--- src/hdl/outport_pkg.sv ---
// Shared constants and carrier types for the output port block
package outport_pkg;

    // ----------------------------------------------------------------
    // Bus widths
    // ----------------------------------------------------------------
    localparam int ADDR_W = 16;
    localparam int DATA_W = 4;

    // ----------------------------------------------------------------
    // Register addresses
    // ----------------------------------------------------------------
    localparam logic [ADDR_W-1:0] CLOCK_OUT_CONTROL_ADDR       = 16'hFF06;
    localparam logic [ADDR_W-1:0] LOW_PORT_FLOAT_CONTROL_ADDR  = 16'hFF30;
    localparam logic [ADDR_W-1:0] LOW_PORT_OUTPUT_DATA_ADDR    = 16'hFF31;
    localparam logic [ADDR_W-1:0] HIGH_PORT_FLOAT_CONTROL_ADDR = 16'hFF32;
    localparam logic [ADDR_W-1:0] TIMER_OUT_CONTROL_ADDR       = 16'hFFC1;

    // ----------------------------------------------------------------
    // Field positions
    // ----------------------------------------------------------------
    localparam int FREQ_SELECT_LO_POS  = 0;
    localparam int FREQ_SELECT_HI_POS  = 1;
    localparam int SPARE_STORAGE_POS   = 2;
    localparam int FREQ_CLOCK_EN_POS   = 3;
    localparam int UPPER_FLOAT_POS     = 0;
    localparam int TIMER_CLOCK_EN_POS  = 0;
    localparam int TIMER_PIN_POS       = 2;
    localparam int FREQ_PIN_POS        = 3;

    // ----------------------------------------------------------------
    // Reset values
    // ----------------------------------------------------------------
    localparam logic [DATA_W-1:0] CLOCK_OUT_CONTROL_RST       = 4'h0;
    localparam logic [DATA_W-1:0] LOW_PORT_FLOAT_CONTROL_RST  = 4'h0;
    localparam logic [DATA_W-1:0] LOW_PORT_OUTPUT_DATA_RST    = 4'h0;
    localparam logic [DATA_W-1:0] HIGH_PORT_FLOAT_CONTROL_RST = 4'h0;
    localparam logic [DATA_W-1:0] TIMER_OUT_CONTROL_RST       = 4'h0;
    localparam logic [DATA_W-1:0] READ_ZERO                   = 4'h0;

    // ----------------------------------------------------------------
    // Slow clock division ratios
    // ----------------------------------------------------------------
    localparam int SLOW_DIV_SHORT = 8;
    localparam int SLOW_DIV_LONG  = 64;

    // ----------------------------------------------------------------
    // Frequency select codes
    // ----------------------------------------------------------------
    typedef enum logic [1:0] {
        FSEL_SLOW_DIV64 = 2'h0,
        FSEL_SLOW_DIV8  = 2'h1,
        FSEL_SLOW       = 2'h2,
        FSEL_FAST       = 2'h3
    } freq_select_e;

    // ----------------------------------------------------------------
    // Carriers
    // ----------------------------------------------------------------
    typedef struct packed {
        logic [ADDR_W-1:0] addr;
        logic [DATA_W-1:0] wdata;
        logic              wr;
        logic              rd;
    } reg_req_s;

    typedef struct packed {
        logic [3:0] level;
        logic [3:0] drive;
    } pin_group_s;

    function automatic logic addr_hit(input logic [ADDR_W-1:0] addr,
                                      input logic [ADDR_W-1:0] target);
        addr_hit = (addr == target);
    endfunction

endpackage

--- src/hdl/slow_clock_divider.sv ---
// Divides the sampled slow oscillator clock into its /8 and /64 taps
module slow_clock_divider #(
    parameter int SHORT_RATIO = outport_pkg::SLOW_DIV_SHORT,
    parameter int LONG_RATIO  = outport_pkg::SLOW_DIV_LONG
) (
    input  wire logic clock,
    input  wire logic rst,
    input  wire logic clk_en,
    input  wire logic slow_rise,
    output logic      div_short,
    output logic      div_long
);
    import outport_pkg::*;

    localparam int CNT_W     = $clog2(LONG_RATIO);
    localparam int SHORT_TAP = $clog2(SHORT_RATIO) - 1;
    localparam int LONG_TAP  = CNT_W - 1;

    logic [CNT_W-1:0] count_ff;
    logic [CNT_W-1:0] nxt_count;

    // ----------------------------------------------------------------
    // Edge counter
    // ----------------------------------------------------------------
    // Power-of-two ratios give square taps straight off the counter bits
    assign nxt_count = slow_rise ? count_ff + CNT_W'(1) : count_ff;

    always_ff @(posedge clock or posedge rst) begin
        if (rst) begin
            count_ff <= '0;
        end else if (clk_en) begin
            count_ff <= nxt_count;
        end
    end

    assign div_short = count_ff[SHORT_TAP];
    assign div_long  = count_ff[LONG_TAP];

endmodule

--- src/hdl/output_port_special_clock_out.sv ---
// Eight-bit general output port with timer and oscillator clock outputs
//
// Overview of operation
// - Reset clears all data and float bits, so every low pin drives low.
// - Special output with data bit zero drives a constant low.
// - Float bit one releases the pin, even with clock output selected.
// - Port bit 2 carries timer clock when enabled, data one, float zero.
// - Port bit 3 carries selected oscillator clock when frequency output enabled.
// - Select 11 fast, 10 slow, 01 slow/8, 00 slow/64.
// - Float register bits 3..0 control low pins, reset zero, readable.
// - Data register bits 3..0 set low pin levels, reset zero, readable.
// - Upper float bit one releases all four upper pins, zero drives them.
// - Frequency enable cleared, bit 3 drives a steady low.
// - Timer enable cleared, bit 2 drives its data bit as a steady level.
//
// Decided for this implementation: the strobed register port.
module output_port_special_clock_out (
    input  wire logic                     clock,
    input  wire logic                     rst,
    input  wire logic                     clk_en,
    input  wire outport_pkg::reg_req_s    reg_req,
    output logic [outport_pkg::DATA_W-1:0] reg_rdata,
    input  wire logic                     timer_clock_output,
    input  wire logic                     slow_osc_clock,
    input  wire logic                     fast_osc_clock,
    input  wire logic [3:0]               upper_nibble_data,
    output outport_pkg::pin_group_s       low_pins,
    output outport_pkg::pin_group_s       upper_nibble_outputs
);
    import outport_pkg::*;

    // ----------------------------------------------------------------
    // Register state
    // ----------------------------------------------------------------
    logic [DATA_W-1:0] clock_out_control_ff;
    logic [DATA_W-1:0] low_port_float_control_ff;
    logic [DATA_W-1:0] low_port_output_data_ff;
    logic              upper_nibble_float_ff;
    logic              timer_clock_out_enable_ff;
    logic [DATA_W-1:0] rdata_ff;

    logic [DATA_W-1:0] nxt_clock_out_control;
    logic [DATA_W-1:0] nxt_low_port_float_control;
    logic [DATA_W-1:0] nxt_low_port_output_data;
    logic              nxt_upper_nibble_float;
    logic              nxt_timer_clock_out_enable;
    logic [DATA_W-1:0] nxt_rdata;

    // ----------------------------------------------------------------
    // Address decode
    // ----------------------------------------------------------------
    wire hit_clock_ctl   = addr_hit(reg_req.addr, CLOCK_OUT_CONTROL_ADDR);
    wire hit_low_float   = addr_hit(reg_req.addr, LOW_PORT_FLOAT_CONTROL_ADDR);
    wire hit_low_data    = addr_hit(reg_req.addr, LOW_PORT_OUTPUT_DATA_ADDR);
    wire hit_high_float  = addr_hit(reg_req.addr, HIGH_PORT_FLOAT_CONTROL_ADDR);
    wire hit_timer_ctl   = addr_hit(reg_req.addr, TIMER_OUT_CONTROL_ADDR);

    wire wr_clock_ctl    = reg_req.wr & hit_clock_ctl;
    wire wr_low_float    = reg_req.wr & hit_low_float;
    wire wr_low_data     = reg_req.wr & hit_low_data;
    wire wr_high_float   = reg_req.wr & hit_high_float;
    wire wr_timer_ctl    = reg_req.wr & hit_timer_ctl;

    // ----------------------------------------------------------------
    // Register next values
    // ----------------------------------------------------------------
    // Spare bit is stored with the rest but feeds nothing downstream
    assign nxt_clock_out_control = wr_clock_ctl ? reg_req.wdata
                                                : clock_out_control_ff;
    assign nxt_low_port_float_control = wr_low_float ? reg_req.wdata
                                                     : low_port_float_control_ff;
    assign nxt_low_port_output_data = wr_low_data ? reg_req.wdata
                                                  : low_port_output_data_ff;
    // Only the lowest bit exists; the rest are dropped on write
    assign nxt_upper_nibble_float = wr_high_float ? reg_req.wdata[UPPER_FLOAT_POS]
                                                  : upper_nibble_float_ff;
    assign nxt_timer_clock_out_enable = wr_timer_ctl ? reg_req.wdata[TIMER_CLOCK_EN_POS]
                                                     : timer_clock_out_enable_ff;

    // ----------------------------------------------------------------
    // Read path
    // ----------------------------------------------------------------
    wire [DATA_W-1:0] rd_high_float = {3'h0, upper_nibble_float_ff};
    wire [DATA_W-1:0] rd_timer_ctl  = {3'h0, timer_clock_out_enable_ff};

    wire [DATA_W-1:0] rd_select =
        hit_clock_ctl  ? clock_out_control_ff :
        hit_low_float  ? low_port_float_control_ff :
        hit_low_data   ? low_port_output_data_ff :
        hit_high_float ? rd_high_float :
        hit_timer_ctl  ? rd_timer_ctl :
                         READ_ZERO;

    // Data valid only in the cycle after the strobe, zero otherwise
    assign nxt_rdata = reg_req.rd ? rd_select : READ_ZERO;

    // ----------------------------------------------------------------
    // Register flops
    // ----------------------------------------------------------------
    always_ff @(posedge clock or posedge rst) begin
        if (rst) begin
            clock_out_control_ff      <= CLOCK_OUT_CONTROL_RST;
            low_port_float_control_ff <= LOW_PORT_FLOAT_CONTROL_RST;
            low_port_output_data_ff   <= LOW_PORT_OUTPUT_DATA_RST;
            upper_nibble_float_ff     <= HIGH_PORT_FLOAT_CONTROL_RST[UPPER_FLOAT_POS];
            timer_clock_out_enable_ff <= TIMER_OUT_CONTROL_RST[TIMER_CLOCK_EN_POS];
        end else if (clk_en) begin
            clock_out_control_ff      <= nxt_clock_out_control;
            low_port_float_control_ff <= nxt_low_port_float_control;
            low_port_output_data_ff   <= nxt_low_port_output_data;
            upper_nibble_float_ff     <= nxt_upper_nibble_float;
            timer_clock_out_enable_ff <= nxt_timer_clock_out_enable;
        end
    end

    always_ff @(posedge clock or posedge rst) begin
        if (rst) begin
            rdata_ff <= READ_ZERO;
        end else if (clk_en) begin
            rdata_ff <= nxt_rdata;
        end
    end

    assign reg_rdata = rdata_ff;

    // ----------------------------------------------------------------
    // Field views
    // ----------------------------------------------------------------
    wire          freq_clock_out_enable = clock_out_control_ff[FREQ_CLOCK_EN_POS];
    wire          timer_clock_out_enable = timer_clock_out_enable_ff;
    wire          freq_select_lo        = clock_out_control_ff[FREQ_SELECT_LO_POS];
    wire          freq_select_hi        = clock_out_control_ff[FREQ_SELECT_HI_POS];
    wire          port_bit2_data        = low_port_output_data_ff[TIMER_PIN_POS];
    wire          port_bit3_data        = low_port_output_data_ff[FREQ_PIN_POS];
    freq_select_e freq_select;

    assign freq_select = freq_select_e'({freq_select_hi, freq_select_lo});

    // ----------------------------------------------------------------
    // Clock input synchronisers
    // ----------------------------------------------------------------
    // The fast oscillator is only sampled here; above half the system
    // rate its copy on the pin is aliased, so keep it well below 50 MHz
    logic [2:0] clk_meta_ff;
    logic [2:0] clk_sync_ff;
    logic       slow_prev_ff;

    always_ff @(posedge clock or posedge rst) begin
        if (rst) begin
            clk_meta_ff  <= 3'h0;
            clk_sync_ff  <= 3'h0;
            slow_prev_ff <= 1'b0;
        end else if (clk_en) begin
            clk_meta_ff  <= {fast_osc_clock, slow_osc_clock, timer_clock_output};
            clk_sync_ff  <= clk_meta_ff;
            slow_prev_ff <= clk_sync_ff[1];
        end
    end

    wire timer_clk_sync = clk_sync_ff[0];
    wire slow_clk_sync  = clk_sync_ff[1];
    wire fast_clk_sync  = clk_sync_ff[2];
    wire slow_rise      = slow_clk_sync & ~slow_prev_ff;

    // ----------------------------------------------------------------
    // Slow clock division
    // ----------------------------------------------------------------
    logic slow_div8;
    logic slow_div64;

    slow_clock_divider #(
        .SHORT_RATIO (SLOW_DIV_SHORT),
        .LONG_RATIO  (SLOW_DIV_LONG)
    ) u_slow_div (
        .clock     (clock),
        .rst       (rst),
        .clk_en    (clk_en),
        .slow_rise (slow_rise),
        .div_short (slow_div8),
        .div_long  (slow_div64)
    );

    // ----------------------------------------------------------------
    // Frequency clock select
    // ----------------------------------------------------------------
    logic freq_clock_output;

    always_comb begin
        unique case (freq_select)
            FSEL_FAST:       freq_clock_output = fast_clk_sync;
            FSEL_SLOW:       freq_clock_output = slow_clk_sync;
            FSEL_SLOW_DIV8:  freq_clock_output = slow_div8;
            FSEL_SLOW_DIV64: freq_clock_output = slow_div64;
        endcase
    end

    // ----------------------------------------------------------------
    // Special pin levels
    // ----------------------------------------------------------------
    // Enables gate the live clock with no phase alignment, so a runt
    // pulse can appear when they switch; a clean gate was not required
    wire timer_pin_src = timer_clock_out_enable ? timer_clk_sync
                                                : 1'b1;
    wire freq_pin_src  = freq_clock_out_enable ? freq_clock_output
                                               : 1'b0;

    // Data bit zero forces low whatever the special selection
    wire port_bit2_level = port_bit2_data & timer_pin_src;
    wire port_bit3_level = port_bit3_data & freq_pin_src;

    wire [3:0] nxt_low_level = {port_bit3_level,
                                port_bit2_level,
                                low_port_output_data_ff[1:0]};
    // Float one releases the pin, clock output or not
    wire [3:0] nxt_low_drive = ~low_port_float_control_ff;
    wire [3:0] nxt_high_drive = {4{~upper_nibble_float_ff}};

    // ----------------------------------------------------------------
    // Pin flops
    // ----------------------------------------------------------------
    pin_group_s low_pins_ff;
    pin_group_s high_pins_ff;

    always_ff @(posedge clock or posedge rst) begin
        if (rst) begin
            low_pins_ff  <= '{level: 4'h0, drive: 4'hF};
            high_pins_ff <= '{level: 4'h0, drive: 4'hF};
        end else if (clk_en) begin
            low_pins_ff  <= '{level: nxt_low_level, drive: nxt_low_drive};
            high_pins_ff <= '{level: upper_nibble_data, drive: nxt_high_drive};
        end
    end

    assign low_pins             = low_pins_ff;
    assign upper_nibble_outputs = high_pins_ff;

endmodule

--- config.mk ---
export PLATFORM = sky130hd
export DESIGN_NAME = output_port_special_clock_out
export DESIGN_NICKNAME = d
export VERILOG_FILES = /design/src/hdl/outport_pkg.sv /design/src/hdl/slow_clock_divider.sv /design/src/hdl/output_port_special_clock_out.sv
export SDC_FILE = /design/constraint.sdc
export NUM_CORES = 1
export LEC_CHECK = 0
export ABC_AREA = 1
export BUFFER_PORTS_ARGS = -buffer_cell sky130_fd_sc_hd__buf_2
export CORE_UTILIZATION = 48
export DETAILED_ROUTE_END_ITERATION = 16
export PLACE_DENSITY = 0.87
export SETUP_SLACK_MARGIN = 0.02
export SLEW_MARGIN = 20
export SYNTH_ARGS = -nofsm -noshare
export SYNTH_HDL_FRONTEND = slang
export SYNTH_HIERARCHICAL = 1
export SYNTH_SLANG_ARGS = --single-unit
--- constraint.sdc ---
create_clock -name clock -period 1.1 [get_ports clock]
set_clock_uncertainty 0.05 [all_clocks]
set_input_delay 0.11 -clock clock [delete_from_list [all_inputs] [get_ports clock]]
set_output_delay 0.11 -clock clock [all_outputs]
set_load 0.05 [all_outputs]
==> impl_results.md <==
- Total standard cell area after synthesis: 2170 µm²
- Final ANT Viol Nets: 0
- Hold path endpoint: timer_clock_out_enable
- Final setup viols: 9
- Syn Inst Count: 257
- GP Congestion: 0.921
- Logic depth of the worst register-to-register path: 6
- Uppermost layer routed: met4
- Arrival time worst endpoint: 1.06 ns
- Via total after detailed routing: 1882
- CTS tree: built
- Routed len/inst: 12.2 µm
- Placement row count: 24
- Io pins: 52
- DRC violation count after routing: 0
- Clock-pin slew of the registers on the worst-case setup and hold paths: 0.08 ns
- Hold Startpoint: reg_req[2]
- Initial cell density of the core: 49.8%
- Vias per cell: 4.91
- Power Density: 1340 nW/µm²
- Design Area, Final: 2900 µm²
- Synth Register Bits: 44
- Ordered list of cells on the worst path: buf_4
- Fraction of layout cells with a size suffix above 1: 34.1%
- Pleak: 0.00154 µW
- Crit Path Category: flop to output pin
- Max-cap viol count: 0
- Unrepaired setup endpoints after global routing: yes
- Register-to-register path setup slack: -0.03 ns
- Worst rel slew slack: 79.6%
- Total number of nets in the final design: 363
- YS warnings: 6
- Largest buffer count on any clock path: 2
- Element type at the critical path start: flop
- Synthesized net count: 290
- Count of endpoints failing hold in the final timing report: 0
- Worst Path Max Fanout: 5
- Wire length on met1: 2150 µm
- Netlist cell types: 32
- Overall Global Routing Usage: 21.1%
- Antenna cells: 0
- Category of cells accounting for the largest share of critical-path delay: flip-flops
- Final core occ: 66.6%
- Number of global-route vias before repair: 1800
- Core area: 4350 µm²
- First-pass iteration count of the detailed router: 4
- Source of the worst register-to-register timing path: slow_prev_ff
- Final Slew Violations: 0
- WP data required: 0.94 ns
- Sequential-to-total area share from yosys stat: 51.1%
- DR WL met3: 173 µm
- Leftover overflow at the end of global routing: 0
- Post-route fraction of the period consumed by the critical path: 111%
- Critical Path Sink Type: output pin
- Sum of buffers and inverters on the critical path: 1
- Floorplan die height: 69.2 µm
- Number of buffer cells added on primary ports: 51
- Final critical-path setup slack: -0.120 ns
- Width of the die: 69.2 µm
- Peak clock frequency supported by timing: 820 MHz
- H-tree levels: 2
- DP HPWL: 3300 µm
- Number of antenna violations at the first check in global routing: 0
- Placement Setup Slack: -0.143 ns
- Total die area: 4790 µm²
- Hold Path Stages: 3
- VDD IR-drop max: 922 µV
- Failing checks: negative setup slack
- Number of DRC violations after detailed-routing iteration 0: 185
- Worst skew pair latency: 0.29 ns
- Detailed-route wire length: 4680 µm
- Slowest CP cell: sky130_fd_sc_hd__dfstp_2
- Wire length of the first global-routing pass: 8080 µm
- Number of buffers created by CTS: 5
- Slew at the pin with the worst max-slew slack: 0.304 ns
- Type of the tightest min-delay check: primary input to flop
- Largest net degree at the start of global routing: 39
- Tmin final: 1.22 ns
- Buffer cell driving the clock tree root: sky130_fd_sc_hd__clkbuf_8
- Mean Syn Cell Area: 8.43 µm²
- Largest incremental delay on the critical path: 0.57 ns
- Metal2 WL: 2230 µm
- Worst flop-to-flop path endpoint: u_slow_div/count_ff[4]
- Area after detailed placement: 2540 µm²
- Status: finished with violations
- Area overhead of the layout relative to synthesis: 33.8%
- Number of sinks handled by clock tree synthesis: 44
-- placed cells by master (no fill, tap or decap), types with 2 or more instances in the layout --
| cell type | netlist | routed |
|---|---|---|
| sky130_fd_sc_hd__nand2_1 | 89 | 87 |
| sky130_fd_sc_hd__dfrtp_1 | 39 | 38 |
| sky130_fd_sc_hd__buf_2 | 2 | 31 |
| sky130_fd_sc_hd__inv_1 | 29 | 27 |
| sky130_fd_sc_hd__buf_4 | 3 | 26 |
| sky130_fd_sc_hd__nand3_1 | 21 | 19 |
| sky130_fd_sc_hd__o21ai_1 | 12 | 13 |
| sky130_fd_sc_hd__o21ai_0 | 12 | 11 |
| sky130_fd_sc_hd__dlygate4sd3_1 | 0 | 8 |
| sky130_fd_sc_hd__nand3_2 | 4 | 6 |
| sky130_fd_sc_hd__nor2_4 | 3 | 5 |
| sky130_fd_sc_hd__clkbuf_8 | 0 | 5 |
| sky130_fd_sc_hd__dfstp_2 | 5 | 5 |
| sky130_fd_sc_hd__nor2_1 | 6 | 4 |
| sky130_fd_sc_hd__nor2_2 | 4 | 4 |
| sky130_fd_sc_hd__nand2_2 | 3 | 4 |
| sky130_fd_sc_hd__nand2_4 | 2 | 3 |
| sky130_fd_sc_hd__inv_2 | 2 | 3 |
| sky130_fd_sc_hd__buf_8 | 0 | 3 |
| sky130_fd_sc_hd__buf_6 | 0 | 3 |
| sky130_fd_sc_hd__nor3_2 | 2 | 2 |
| sky130_fd_sc_hd__a21oi_1 | 3 | 2 |
| sky130_fd_sc_hd__buf_12 | 0 | 2 |
| sky130_fd_sc_hd__xor2_1 | 2 | 2 |
-- cell type report --
class,instances,area (µm²)
fill,377,1460
inverter,31,119
tap,52,65.1
timing repair buffer,74,557
multi-input combinational,174,938
sequential,44,1110
clock inverter,3,42.5
clock buffer,5,68.8
-- per-stage QoR --
step / hold slack, ns / total power (µW) / std cells / TNS (ns)
finish: 0.0589 / 3890 / 383 / -0.692
global route: 0.0575 / 4050 / 383 / -1.32
CTS: 0.0471 / 3830 / 379 / -0.753
detailed placement: -0.00263 / 2550 / 361 / -1.74
global placement: -0.00534 / 2520 / 361 / -0.892
floorplan: -0.149 / 2310 / 257 / -0.0287
-- worst reg2reg max path, delay by kind of cell (launching register included) --
kind             cells  cell delay, ns
and+or+nand+nor      6            0.54
DFF                  1            0.42
-- layer usage --
layer	up-vias	GRT usage, %
li1	953	-
met1	876	28.2
met2	40	33.9
met3	13	4.36
met4	0	7.94
met5	-	0
-- cells by family (layout without fill, tap and decap cells) --
kind of cell	after synthesis	in the layout	share of synthesized area, %
mux	2	2	1.15
compound gates	30	30	7.28
flops	44	44	51.1
buf+inv	39	113	7.39
simple gates	139	139	31.7
fa+ha+maj	1	1	0.577
xor+xnor	2	2	0.808
-- timing repair --
item                       in CTS  in global routing
hold buffers                    8                  0
setup endpoints to repair      18                 22
hold endpoints to repair       46                  0
resized for setup              26                 23
buffers inserted                2                  4
pin swaps                       4                  8
-- synthesized netlist by cell type --
| library cell | instances | area [µm²] |
|---|---|---|
| sky130_fd_sc_hd__a21oi_1 | 3 | 15.0 |
| sky130_fd_sc_hd__inv_2 | 2 | 7.51 |
| sky130_fd_sc_hd__mux2i_1 | 1 | 10.0 |
| sky130_fd_sc_hd__o21ai_1 | 12 | 60.1 |
| sky130_fd_sc_hd__inv_1 | 29 | 109 |
| sky130_fd_sc_hd__nor3_4 | 1 | 16.3 |
| sky130_fd_sc_hd__nor2_4 | 3 | 33.8 |
| sky130_fd_sc_hd__nand3_2 | 4 | 40.0 |
| sky130_fd_sc_hd__buf_1 | 1 | 3.75 |
| sky130_fd_sc_hd__mux2_4 | 1 | 15.0 |
| sky130_fd_sc_hd__ha_1 | 1 | 12.5 |
| sky130_fd_sc_hd__nand3_1 | 21 | 105 |
| sky130_fd_sc_hd__nor3_2 | 2 | 20.0 |
| sky130_fd_sc_hd__nor2_8 | 1 | 20.0 |
| sky130_fd_sc_hd__buf_4 | 3 | 22.5 |
| sky130_fd_sc_hd__nand2_4 | 2 | 22.5 |
| sky130_fd_sc_hd__dfrtp_1 | 39 | 976 |
| sky130_fd_sc_hd__clkbuf_1 | 2 | 7.51 |
| sky130_fd_sc_hd__o31ai_1 | 1 | 7.51 |
| sky130_fd_sc_hd__nor3_1 | 1 | 5.00 |
| sky130_fd_sc_hd__o21bai_1 | 1 | 7.51 |
| sky130_fd_sc_hd__nand2_1 | 89 | 334 |
| sky130_fd_sc_hd__nand2_2 | 3 | 18.8 |
| sky130_fd_sc_hd__nor2_2 | 4 | 25.0 |
| sky130_fd_sc_hd__xor2_1 | 2 | 17.5 |
| sky130_fd_sc_hd__dfstp_2 | 5 | 131 |
| sky130_fd_sc_hd__o21a_1 | 1 | 7.51 |
| sky130_fd_sc_hd__nand3_4 | 1 | 17.5 |
| sky130_fd_sc_hd__o21ai_0 | 12 | 60.1 |
| sky130_fd_sc_hd__buf_2 | 2 | 10.0 |
| sky130_fd_sc_hd__nor2_1 | 6 | 22.5 |
| sky130_fd_sc_hd__nand4_1 | 1 | 6.26 |
-- power breakdown --
part | switching, µW | internal [µW] | leakage, µW
Sequential | 128 | 1760 | 0.000566
Combinational | 468 | 318 | 0.000924
Clock | 538 | 672 | 0.0000541
Total | 1130 | 2750 | 0.00154
-- how the worst max path moves through the flow --
stage                       startpoint                      end  slack, ns  depth (start not counted)
2_1_floorplan  upper_nibble_outputs[0]  upper_nibble_outputs[1]      -0.01                          1
3_3_place_gp               reg_req[12]             reg_rdata[0]      -0.11                          9
3_5_place_dp                reg_req[9]             reg_rdata[0]      -0.14                         11
4_1_cts        upper_nibble_outputs[0]  upper_nibble_outputs[2]      -0.13                          1
5_1_grt        upper_nibble_outputs[0]  upper_nibble_outputs[1]      -0.16                          1
6_report       upper_nibble_outputs[0]  upper_nibble_outputs[1]      -0.12                          1
-- registers in the layout (all words and copies together) (netlist names) --
name                       flops
low_pins                       8
u_slow_div/count_ff            6
upper_nibble_outputs           5
clock_out_control_ff           4
low_port_float_control_ff      4
low_port_output_data_ff        4
reg_rdata                      4
clk_meta_ff                    3
clk_sync_ff                    3
slow_prev_ff                   1
timer_clock_out_enable         1
upper_nibble_float_ff          1
(Power assumes the default switching activity.)
